**src/sync_serial_pkg.sv**
```systemverilog
// constants and types for the 8/16-bit clocked serial port
package sync_serial_pkg;

  localparam int unsigned CLK_PERIOD_NS = 10;

  // register indices on the plain register port
  localparam logic [2:0] ADDR_SERIAL_CONTROL  = 3'h0;
  localparam logic [2:0] ADDR_CONTROL_STATUS  = 3'h1;
  localparam logic [2:0] ADDR_LOW_DATA        = 3'h2;
  localparam logic [2:0] ADDR_HIGH_DATA       = 3'h3;
  localparam logic [2:0] ADDR_INTERRUPT_REQ   = 3'h4;
  localparam logic [2:0] ADDR_INTERRUPT_EN    = 3'h5;

  // control_status_reg field positions
  localparam int unsigned CSR_RESERVED_ONE = 7;
  localparam int unsigned CSR_OUTPUT_LEVEL = 6;
  localparam int unsigned CSR_OVERRUN      = 5;
  localparam int unsigned CSR_START_BUSY   = 0;

  // interrupt register field positions
  localparam int unsigned IRQ_DONE_BIT = 0;

  // reset values
  localparam logic [7:0] SCR_RESET   = 8'h00;
  localparam logic [7:0] CSR_RESET   = 8'h80;
  localparam logic       LEVEL_RESET = 1'b0;

  // word lengths in bits
  localparam logic [4:0] BITS_8  = 5'h08;
  localparam logic [4:0] BITS_16 = 5'h10;

  typedef struct packed {
    logic       mode_upper_bit;
    logic       mode_lower_bit;
    logic [1:0] unused;
    logic       clock_select_top_bit;
    logic [2:0] clock_select_field;
  } scr_t;

  typedef struct packed {
    logic       wr;
    logic       rd;
    logic [2:0] addr;
    logic [7:0] wdata;
  } reg_req_t;

  // half period of each internal clock, minus one, as a prescaler mask
  // selections run from phi/1024 down to phi/2
  function automatic logic [9:0] half_mask_f(input logic [2:0] sel);
    logic [9:0] m;
    m = 10'h000;
    case (sel)
      3'h0:    m = 10'h1ff;
      3'h1:    m = 10'h07f;
      3'h2:    m = 10'h01f;
      3'h3:    m = 10'h00f;
      3'h4:    m = 10'h007;
      3'h5:    m = 10'h003;
      3'h6:    m = 10'h001;
      default: m = 10'h000;
    endcase
    return m;
  endfunction

endpackage

```
**src/sync_serial.sv**
```systemverilog
// 8/16-bit lsb-first clocked serial port with internal or external clock
// Notes on behaviour
// [RULE_01] words of 8 or 16 bits, internal or external serial clock
// [RULE_02] clock select picks one of eight internal dividers or external clock
// [RULE_03] internal clock drives the clock pin; external clock makes it an input
// [RULE_04] mode 10 drives the selected internal clock continuously on the pin
// [RULE_05] bits go out and come in least significant first
// [RULE_06] output bit changes on each falling clock edge, held until next
// [RULE_07] input bit is sampled on each rising clock edge
// [RULE_08] with upper mode bit 0, lower mode bit selects 8 or 16 bits
// [RULE_09] any write to the serial control register restarts the sequencer
// [RULE_10] 8-bit uses low data only; 16-bit uses high and low bytes
// [RULE_11] writing 1 to start flag begins shifting data out
// [RULE_12] data shifts out and in during the same transfer
// [RULE_13] every completed transfer sets the done request flag
// [RULE_14] enable bit gates the done request onto the interrupt line
// [RULE_15] internal clock pulses only during a transfer, none after it
// [RULE_16] after a transfer the output keeps the last sent bit
// [RULE_17] external clock pulses step the shifting
// [RULE_18] external pulse while idle moves no data and sets overrun
// [RULE_19] while idle, writing output level bit changes output at once
// [RULE_20] the far master starts clocking only after start flag is set
// [RULE_21] start flag reads 1 while busy or waiting, cleared on completion
// [RULE_22] overrun cleared by reading it as 1 then writing 0
// [RULE_23] written output level holds only until next transfer shifts
// [RULE_24] internal clock makes exactly 8 or 16 pulses per transfer
//
// Chosen here: the address-and-strobe port and the placing of the registers.
module sync_serial
  import sync_serial_pkg::*;
(
  input  wire logic                      mclk,
  input  wire logic                      srst,
  input  wire logic                      ce,
  input  wire sync_serial_pkg::reg_req_t reg_req,
  output logic [7:0]                     reg_rdata,
  input  wire logic                      serial_clock_pin_in,
  output logic                           serial_clock_pin_out,
  output logic                           serial_clock_pin_oe_n,
  output logic                           serial_out_pin,
  input  wire logic                      serial_in_pin,
  output logic                           transfer_irq
);
  import sync_serial_pkg::*;

  scr_t       serial_control_reg;
  logic       busy;
  logic [4:0] bit_cnt;
  logic [15:0] shreg;
  logic       out_level;
  logic       overrun_flag;
  logic       overrun_seen;
  logic       transfer_done_request;
  logic       transfer_irq_enable;
  logic [9:0] prescale;
  logic       sck_int;
  logic       sck_s1;
  logic       sck_s2;
  logic       sck_s3;
  logic       si_s1;
  logic       si_s2;

  logic       ext_sel;
  logic       cont_mode;
  logic       xfer_mode;
  logic [4:0] word_len;
  logic       half_tick;
  logic       fall_ev;
  logic       rise_ev;
  logic       ext_rise;
  logic       ext_fall;
  logic       wr_scr;
  logic       wr_csr;
  logic       rd_csr;
  logic       start_req;
  logic       done;

  assign ext_sel   = serial_control_reg.clock_select_top_bit;
  assign cont_mode = serial_control_reg.mode_upper_bit & ~serial_control_reg.mode_lower_bit;
  assign xfer_mode = ~serial_control_reg.mode_upper_bit;
  // lower mode bit 0 means 8-bit words
  assign word_len  = serial_control_reg.mode_lower_bit ? BITS_16 : BITS_8; // [RULE_08] [RULE_01]

  assign wr_scr    = reg_req.wr && reg_req.addr == ADDR_SERIAL_CONTROL;
  assign wr_csr    = reg_req.wr && reg_req.addr == ADDR_CONTROL_STATUS;
  assign rd_csr    = reg_req.rd && reg_req.addr == ADDR_CONTROL_STATUS;
  assign start_req = wr_csr && reg_req.wdata[CSR_START_BUSY] && !busy && xfer_mode; // [RULE_11]

  // the second and third sync stages feed the edge detector
  assign ext_rise  = sck_s2 & ~sck_s3;
  assign ext_fall  = ~sck_s2 & sck_s3;
  assign half_tick = (prescale & half_mask_f(serial_control_reg.clock_select_field))
                     == half_mask_f(serial_control_reg.clock_select_field); // [RULE_02]

  always_comb begin
    if (ext_sel) begin
      fall_ev = busy && ext_fall; // [RULE_17]
      rise_ev = busy && ext_rise; // [RULE_17]
    end else begin
      fall_ev = busy && half_tick && sck_int;
      rise_ev = busy && half_tick && !sck_int;
    end
  end

  assign done = rise_ev && (bit_cnt == word_len - 5'h01);

  // pin synchronisers
  always_ff @(posedge mclk) begin
    if (srst) begin
      sck_s1 <= 1'b1;
      sck_s2 <= 1'b1;
      sck_s3 <= 1'b1;
      si_s1  <= 1'b0;
      si_s2  <= 1'b0;
    end else if (ce) begin
      if (wr_scr) begin
        // old internal-clock edges must not read as idle pulses
        sck_s1 <= 1'b1; // [RULE_09] [RULE_18]
        sck_s2 <= 1'b1;
        sck_s3 <= 1'b1;
      end else begin
        sck_s1 <= serial_clock_pin_in;
        sck_s2 <= sck_s1;
        sck_s3 <= sck_s2;
      end
      // limitation: at phi/2 and phi/4 the sync lag makes received bits stale
      si_s1  <= serial_in_pin;
      si_s2  <= si_s1;
    end
  end

  // control register; a write also resets the sequencer below
  always_ff @(posedge mclk) begin
    if (srst) begin
      serial_control_reg <= scr_t'(SCR_RESET);
    end else if (ce && wr_scr) begin
      serial_control_reg <= scr_t'(reg_req.wdata);
    end
  end

  // prescaler; restarted with the sequencer so the first half period is whole
  always_ff @(posedge mclk) begin
    if (srst) begin
      prescale <= 10'h000;
    end else if (ce) begin
      if (wr_scr || start_req) begin
        prescale <= 10'h000;
      end else begin
        prescale <= prescale + 10'h001;
      end
    end
  end

  // internal serial clock, idle high
  always_ff @(posedge mclk) begin
    if (srst) begin
      sck_int <= 1'b1;
    end else if (ce) begin
      if (wr_scr) begin
        sck_int <= 1'b1; // [RULE_09]
      end else if (!ext_sel && half_tick && (busy || cont_mode)) begin
        sck_int <= ~sck_int; // [RULE_04] [RULE_15]
      end
    end
  end

  assign serial_clock_pin_out  = sck_int;
  assign serial_clock_pin_oe_n = ext_sel; // [RULE_03]

  // busy flag and bit counter
  always_ff @(posedge mclk) begin
    if (srst) begin
      busy    <= 1'b0;
      bit_cnt <= 5'h00;
    end else if (ce) begin
      if (wr_scr) begin
        busy    <= 1'b0; // [RULE_09]
        bit_cnt <= 5'h00;
      end else if (start_req) begin
        busy    <= 1'b1; // [RULE_21]
        bit_cnt <= 5'h00;
      end else if (done) begin
        busy    <= 1'b0; // [RULE_21] [RULE_24]
        bit_cnt <= 5'h00;
      end else if (rise_ev) begin
        bit_cnt <= bit_cnt + 5'h01;
      end
    end
  end

  // shift register; low byte is low_data_reg, high byte high_data_reg
  always_ff @(posedge mclk) begin
    if (srst) begin
      shreg <= 16'h0000;
    end else if (ce) begin
      if (rise_ev) begin
        if (word_len == BITS_16) begin
          shreg <= {si_s2, shreg[15:1]}; // [RULE_07] [RULE_10] [RULE_12]
        end else begin
          shreg[7:0] <= {si_s2, shreg[7:1]}; // [RULE_07] [RULE_10]
        end
      end else if (reg_req.wr && reg_req.addr == ADDR_LOW_DATA) begin
        shreg[7:0] <= reg_req.wdata;
      end else if (reg_req.wr && reg_req.addr == ADDR_HIGH_DATA) begin
        shreg[15:8] <= reg_req.wdata;
      end
    end
  end

  // output level: shifted bit on falls, software level only while idle
  always_ff @(posedge mclk) begin
    if (srst) begin
      out_level <= LEVEL_RESET;
    end else if (ce) begin
      if (fall_ev) begin
        out_level <= shreg[0]; // [RULE_05] [RULE_06] [RULE_23]
      end else if (wr_csr && !busy) begin
        out_level <= reg_req.wdata[CSR_OUTPUT_LEVEL]; // [RULE_19]
      end
    end
  end

  assign serial_out_pin = out_level; // [RULE_16]

  // overrun: set wins over the read-then-write-0 clear
  always_ff @(posedge mclk) begin
    if (srst) begin
      overrun_flag <= 1'b0;
      overrun_seen <= 1'b0;
    end else if (ce) begin
      if (ext_sel && !busy && ext_rise) begin
        overrun_flag <= 1'b1; // [RULE_18]
      end else if (wr_csr && overrun_seen && !reg_req.wdata[CSR_OVERRUN]) begin
        overrun_flag <= 1'b0; // [RULE_22]
      end
      if (rd_csr && overrun_flag) begin
        overrun_seen <= 1'b1;
      end else if (wr_csr) begin
        overrun_seen <= 1'b0;
      end
    end
  end

  // done request and its enable; hardware set beats software clear
  always_ff @(posedge mclk) begin
    if (srst) begin
      transfer_done_request <= 1'b0;
      transfer_irq_enable   <= 1'b0;
    end else if (ce) begin
      if (done) begin
        transfer_done_request <= 1'b1; // [RULE_13]
      end else if (reg_req.wr && reg_req.addr == ADDR_INTERRUPT_REQ &&
                   !reg_req.wdata[IRQ_DONE_BIT]) begin
        transfer_done_request <= 1'b0;
      end
      if (reg_req.wr && reg_req.addr == ADDR_INTERRUPT_EN) begin
        transfer_irq_enable <= reg_req.wdata[IRQ_DONE_BIT];
      end
    end
  end

  assign transfer_irq = transfer_done_request & transfer_irq_enable; // [RULE_14]

  // read port, data one cycle after the strobe
  always_ff @(posedge mclk) begin
    if (srst) begin
      reg_rdata <= 8'h00;
    end else if (ce) begin
      reg_rdata <= 8'h00;
      if (reg_req.rd) begin
        case (reg_req.addr)
          ADDR_SERIAL_CONTROL: reg_rdata <= serial_control_reg;
          ADDR_CONTROL_STATUS: begin
            reg_rdata                   <= 8'h00;
            reg_rdata[CSR_RESERVED_ONE] <= 1'b1;
            reg_rdata[CSR_OUTPUT_LEVEL] <= out_level;
            reg_rdata[CSR_OVERRUN]      <= overrun_flag;
            reg_rdata[CSR_START_BUSY]   <= busy; // [RULE_21]
          end
          ADDR_LOW_DATA:       reg_rdata <= shreg[7:0];
          ADDR_HIGH_DATA:      reg_rdata <= shreg[15:8];
          ADDR_INTERRUPT_REQ:  reg_rdata <= {7'h00, transfer_done_request};
          ADDR_INTERRUPT_EN:   reg_rdata <= {7'h00, transfer_irq_enable};
          default:             reg_rdata <= 8'h00;
        endcase
      end
    end
  end

  // helper: falling edges of the serial clock, internal or external, in the current transfer
  logic [4:0] fall_cnt;
  always_ff @(posedge mclk) begin
    if (srst) begin
      fall_cnt <= 5'h00;
    end else if (ce) begin
      if (start_req || wr_scr) begin
        fall_cnt <= 5'h00;
      end else if (fall_ev) begin
        fall_cnt <= fall_cnt + 5'h01;
      end
    end
  end

  done_sets_req_a: assert property (@(posedge mclk) disable iff (srst) // [RULE_13]
    (ce && done) |=> transfer_done_request && !busy)
    else $error("done did not set request and clear busy");

  start_busy_a: assert property (@(posedge mclk) disable iff (srst) // [RULE_21]
    (ce && start_req && !wr_scr) |=> busy)
    else $error("start flag not reading busy");

  pulse_count_a: assert property (@(posedge mclk) disable iff (srst) // [RULE_24]
    (done && !ext_sel) |-> fall_cnt == word_len)
    else $error("wrong pulse count in internal transfer");

  sck_idle_a: assert property (@(posedge mclk) disable iff (srst) // [RULE_15]
    (!busy && !cont_mode && !ext_sel && !$past(busy)) |-> sck_int)
    else $error("internal clock moved while idle");

  sck_dir_a: assert property (@(posedge mclk) disable iff (srst) // [RULE_03]
    serial_clock_pin_oe_n == serial_control_reg.clock_select_top_bit)
    else $error("clock pin direction wrong");

  lsb_first_a: assert property (@(posedge mclk) disable iff (srst) // [RULE_06]
    (ce && fall_ev) |=> serial_out_pin == $past(shreg[0]))
    else $error("output bit not lsb of shift register");

  so_hold_a: assert property (@(posedge mclk) disable iff (srst) // [RULE_16]
    (!busy && !wr_csr) |=> $stable(serial_out_pin))
    else $error("output moved while idle");

  sol_write_a: assert property (@(posedge mclk) disable iff (srst) // [RULE_19]
    (ce && wr_csr && !busy) |=> serial_out_pin == $past(reg_req.wdata[CSR_OUTPUT_LEVEL]))
    else $error("output level write not applied");

  overrun_set_a: assert property (@(posedge mclk) disable iff (srst) // [RULE_18]
    (ce && ext_sel && !busy && ext_rise && !reg_req.wr) |=> overrun_flag && $stable(shreg))
    else $error("idle pulse not flagged or moved data");

  scr_reinit_a: assert property (@(posedge mclk) disable iff (srst) // [RULE_09]
    (ce && wr_scr) |=> !busy && bit_cnt == 5'h00 && sck_int)
    else $error("control write did not reinitialise");

  irq_gate_a: assert property (@(posedge mclk) disable iff (srst) // [RULE_14]
    (ce && done && transfer_irq_enable &&
     !(reg_req.wr && reg_req.addr == ADDR_INTERRUPT_EN)) |=> transfer_irq)
    else $error("interrupt not gated by enable");

  busy_read_a: assert property (@(posedge mclk) disable iff (srst) // [RULE_21]
    (ce && rd_csr) |=> reg_rdata[CSR_START_BUSY] == $past(busy))
    else $error("start flag read does not follow busy");

  overrun_keep_a: assert property (@(posedge mclk) disable iff (srst) // [RULE_22]
    (ce && wr_csr && reg_req.wdata[CSR_OVERRUN] && overrun_flag) |=> overrun_flag)
    else $error("writing 1 cleared the overrun flag");

  overrun_clear_a: assert property (@(posedge mclk) disable iff (srst) // [RULE_22]
    (ce && wr_csr && overrun_seen && !reg_req.wdata[CSR_OVERRUN] && !ext_rise) |=>
      !overrun_flag)
    else $error("overrun flag not cleared after read and write 0");

  byte_hold_a: assert property (@(posedge mclk) disable iff (srst) // [RULE_10]
    (ce && rise_ev && word_len == BITS_8) |=> $stable(shreg[15:8]))
    else $error("high byte moved in 8-bit transfer");

  cont_clock_a: assert property (@(posedge mclk) disable iff (srst) // [RULE_04]
    (ce && cont_mode && !ext_sel && half_tick && !wr_scr) |=>
      serial_clock_pin_out != $past(serial_clock_pin_out))
    else $error("continuous clock did not toggle");

  no_start_a: assert property (@(posedge mclk) disable iff (srst) // [RULE_11]
    (ce && !xfer_mode && !busy && !wr_scr) |=> !busy)
    else $error("transfer started outside transfer mode");

  ext_step_a: assert property (@(posedge mclk) disable iff (srst) // [RULE_17]
    (ce && ext_sel && rise_ev && !done && !wr_scr) |=> bit_cnt == $past(bit_cnt) + 5'h01)
    else $error("external pulse did not step the bit counter");

endmodule

```
**config.mk**
```make
export PLATFORM = sky130hd
export DESIGN_NAME = sync_serial
export DESIGN_NICKNAME = d
export VERILOG_FILES = /design/src/sync_serial_pkg.sv /design/src/sync_serial.sv
export SDC_FILE = /design/constraint.sdc
export NUM_CORES = 1
export LEC_CHECK = 0
export BUFFER_PORTS_ARGS = -buffer_cell sky130_fd_sc_hd__buf_2
export CAP_MARGIN = 40
export CELL_PAD_IN_SITES_DETAIL_PLACEMENT = 0
export CELL_PAD_IN_SITES_GLOBAL_PLACEMENT = 1
export CORE_UTILIZATION = 49
export DETAILED_ROUTE_END_ITERATION = 6
export PLACE_DENSITY_LB_ADDON = 0.1
export SETUP_SLACK_MARGIN = 0.05
export SLEW_MARGIN = 30
export SYNTH_ARGS = -nofsm -noshare
export SYNTH_HDL_FRONTEND = slang
export SYNTH_SLANG_ARGS = --single-unit
```
**constraint.sdc**
```tcl
create_clock -name mclk -period 5.39 [get_ports mclk]
set_clock_uncertainty 0.1 [all_clocks]
set_input_delay 0 -clock mclk [delete_from_list [all_inputs] [get_ports mclk]]
set_output_delay 0 -clock mclk [all_outputs]
set_load 0.05 [all_outputs]
```
==> run metrics <==
I/O Buffers 29; clock slew at reported path FFs 0.07 ns; DR vias/cell 6.05; layout cells sized above 1 19.4%; area share of the largest cell type after synthesis 36.7%; Final Max Slew Viols 0; biggest regs shreg x16, prescale x9, reg_rdata x8; crit path kind reg2reg; Comb power frac 7.8%; fin crit share 49.8%; post-layout util 59.7%; EDFF count, synth 0; Hold Path Origin reg_req[12]; FP Rows 28; Remaining DRCs 0; Worst Max-Slew Pin Slew 0.734 ns; Switching Power 0.000231 W; Hold Path End transfer_done_request$_SDFFE_PP0P_; Top FF cell, synth dfxtp_1; Post-synth top cells 58 x dfxtp_1, 45 x nor2_1, 26 x mux2i_1; vias in the first global route 2483; Area Overhead vs Synth 14.3%; sw frac 25.5%; Worst IR Drop VDD 0.147 mV; DRT Wirelength 8.04 mm; largest net degree at the start of global routing 47; fin nets 402; cell area after synthesis 3170 µm²; R2R Path End shreg[7]$_SDFFE_PP0P_; Period minus WS final 2.69 ns; Fillers 563; Final Hold Viols 0; CTS tree yes; via count 2796; CTS Sinks 58; die width 82.4 µm; RSZ-0062 raised after global routing no; Area contributors post-synth dfxtp_1 37%, mux2i_1 8.2%, nor2_1 5.3%; CP arrival 2.82 ns; Cell Pwr Density 250 nW/µm²; # IOs 30; final setup fails 0; required time of the worst setup path 5.53 ns; syn_area_per_cell 8.90 µm²; drt initial violations 252; cell taking the most area after synthesis dfxtp_1; die span in y 82.4 µm; Core Footprint 6060 µm²; Final HPWL DP 5.42 mm; internal power 0.000675 W; total grt overflow 0; gpl congestion 0.786; #FFs+latches synth 58; deepest clock path buffer count 2; Clock Latency Late Sink 0.35 ns; ant diodes 0; fmax 372 MHz; fraction of registers with async set/reset 0%; die area 6790 µm²; worst r2r src serial_control_reg[2]$_SDFFE_PP0P_; H-tree depth 3; post-CTS setup buffers 0; sequential power share 49.0%; CP max FO 14; sequential element share of the synthesized area 36.7%; post-synthesis cell count 356; Largest register FFs 16; Rel. slew slack 50.7%; leakage power 1.39 nW; initial antenna violation count 0; status completed; first-pass GRT wire length 12.5 mm; cts bufs inserted 9; Clk pwr share 43.2%; worst-case reg-to-reg path depth 5; setup slack, reg-to-reg 2.70 ns; starting density of the core 52.3%; Mapped Nets 376; top-count cell post-synth dfxtp_1; hold path depth 4; Max-Cap Viols 0; Global Route Usage Sum 25.1%; most flop-heavy register shreg; drt pass-1 iters 4; Hold WC Path Type in2reg; routed len/inst 17.4 µm; YS warnings 0; Distinct cells, synth 57; Critical Path Source Type register; Setup TNS 0 ns; CTS root buf clkbuf_8; Antenna Nets Post-Route 0; crit path capture type register
## routing by layer
layer / up-vias / wire [µm] / share of wire (%) / track usage (%)
li1: 1378 / - / - / -
met1: 1321 / 3740 / 46 / 32.7
met2: 86 / 3700 / 46 / 40.3
met3: 11 / 471 / 5.9 / 5.71
met4: 0 / 129 / 1.6 / 9.12
met5: - / 0 / 0 / 0
## cells by family after synthesis
| kind of cell | synth area share [%] |
|---|---|
| simple gates | 22.2 |
| flops | 36.7 |
| buf+inv | 5.14 |
| xor+xnor | 2.77 |
| fa+ha+maj | 0.790 |
| compound gates | 20.3 |
| mux | 12.1 |
## layout make-up
class / count / area, µm² / area share (%)
Clock buffer: 10 / 128 / 3.53
Tap cell: 75 / 93.8 / 2.59
Multi-Input combinational cell: 260 / 1850 / 51.1
Inverter: 8 / 30.0 / 0.830
Clock inverter: 6 / 57.6 / 1.59
Timing Repair Buffer: 45 / 300 / 8.30
Sequential cell: 58 / 1160 / 32.1
## worst max-delay path by stage
stage	start	end	slack [ns]	cells past startpoint
after detailed placement	serial_control_reg[2]$_SDFFE_PP0P_	shreg[7]$_SDFFE_PP0P_	2.75	5
after global placement	serial_control_reg[2]$_SDFFE_PP0P_	shreg[7]$_SDFFE_PP0P_	2.85	5
after CTS	serial_control_reg[2]$_SDFFE_PP0P_	shreg[7]$_SDFFE_PP0P_	2.73	5
after floorplan	serial_clock_pin_oe_n$_SDFFE_PP0P_	shreg[10]$_SDFFE_PP0P_	3.11	6
after global routing	serial_control_reg[2]$_SDFFE_PP0P_	shreg[7]$_SDFFE_PP0P_	2.58	5
final	serial_control_reg[2]$_SDFFE_PP0P_	shreg[7]$_SDFFE_PP0P_	2.70	5
## critical path, stage by stage (launching register included)
cell and delay, ns:
dfxtp_1 0.48, nor3_1 0.09, or3_1 0.48, nor4_4 0.67
nor2_1 0.36, a2111oi_1 0.40
## cell usage in the layout, fill, tap and decap left out, types with 9 or more instances in the layout
master	instances
o21ai_0	11
clkbuf_8	9
nor2_1	45
mux2i_1	26
and3_1	10
nor3_1	13
a21oi_1	15
a211oi_1	12
buf_2	29
nand2_1	19
dfxtp_1	58
nand3_1	11
dlygate4sd3_1	11
## repair_timing
action / 4_1_cts / 5_1_grt
resized for setup: 0 / 0
hold buffers: 11 / 0
hold endpoints to repair: 29 / 0
## power groups by stage
stage	registers, W	clock network [W]	logic [W]
finish	0.000444	0.000391	0.0000711
floorplan	0.000453	0	0.0000428
global route	0.000445	0.000418	0.0000768
detailed placement	0.000453	0	0.0000638
global placement	0.000453	0	0.0000632
CTS	0.000444	0.000398	0.0000698
## through the flow
step	hold WS, ns	power [W]	area [µm²]	worst slack, ns	cells
final	0.0131	0.000906	3620	2.70	462
after global routing	0.0275	0.000939	3620	2.58	462
after CTS	0.00452	0.000911	3600	2.73	460
after detailed placement	0.122	0.000517	3300	2.75	433
after global placement	0.120	0.000516	3290	2.85	432
after floorplan	0.0284	0.000495	3170	3.11	356
Power figures use the tool's default switching activity.
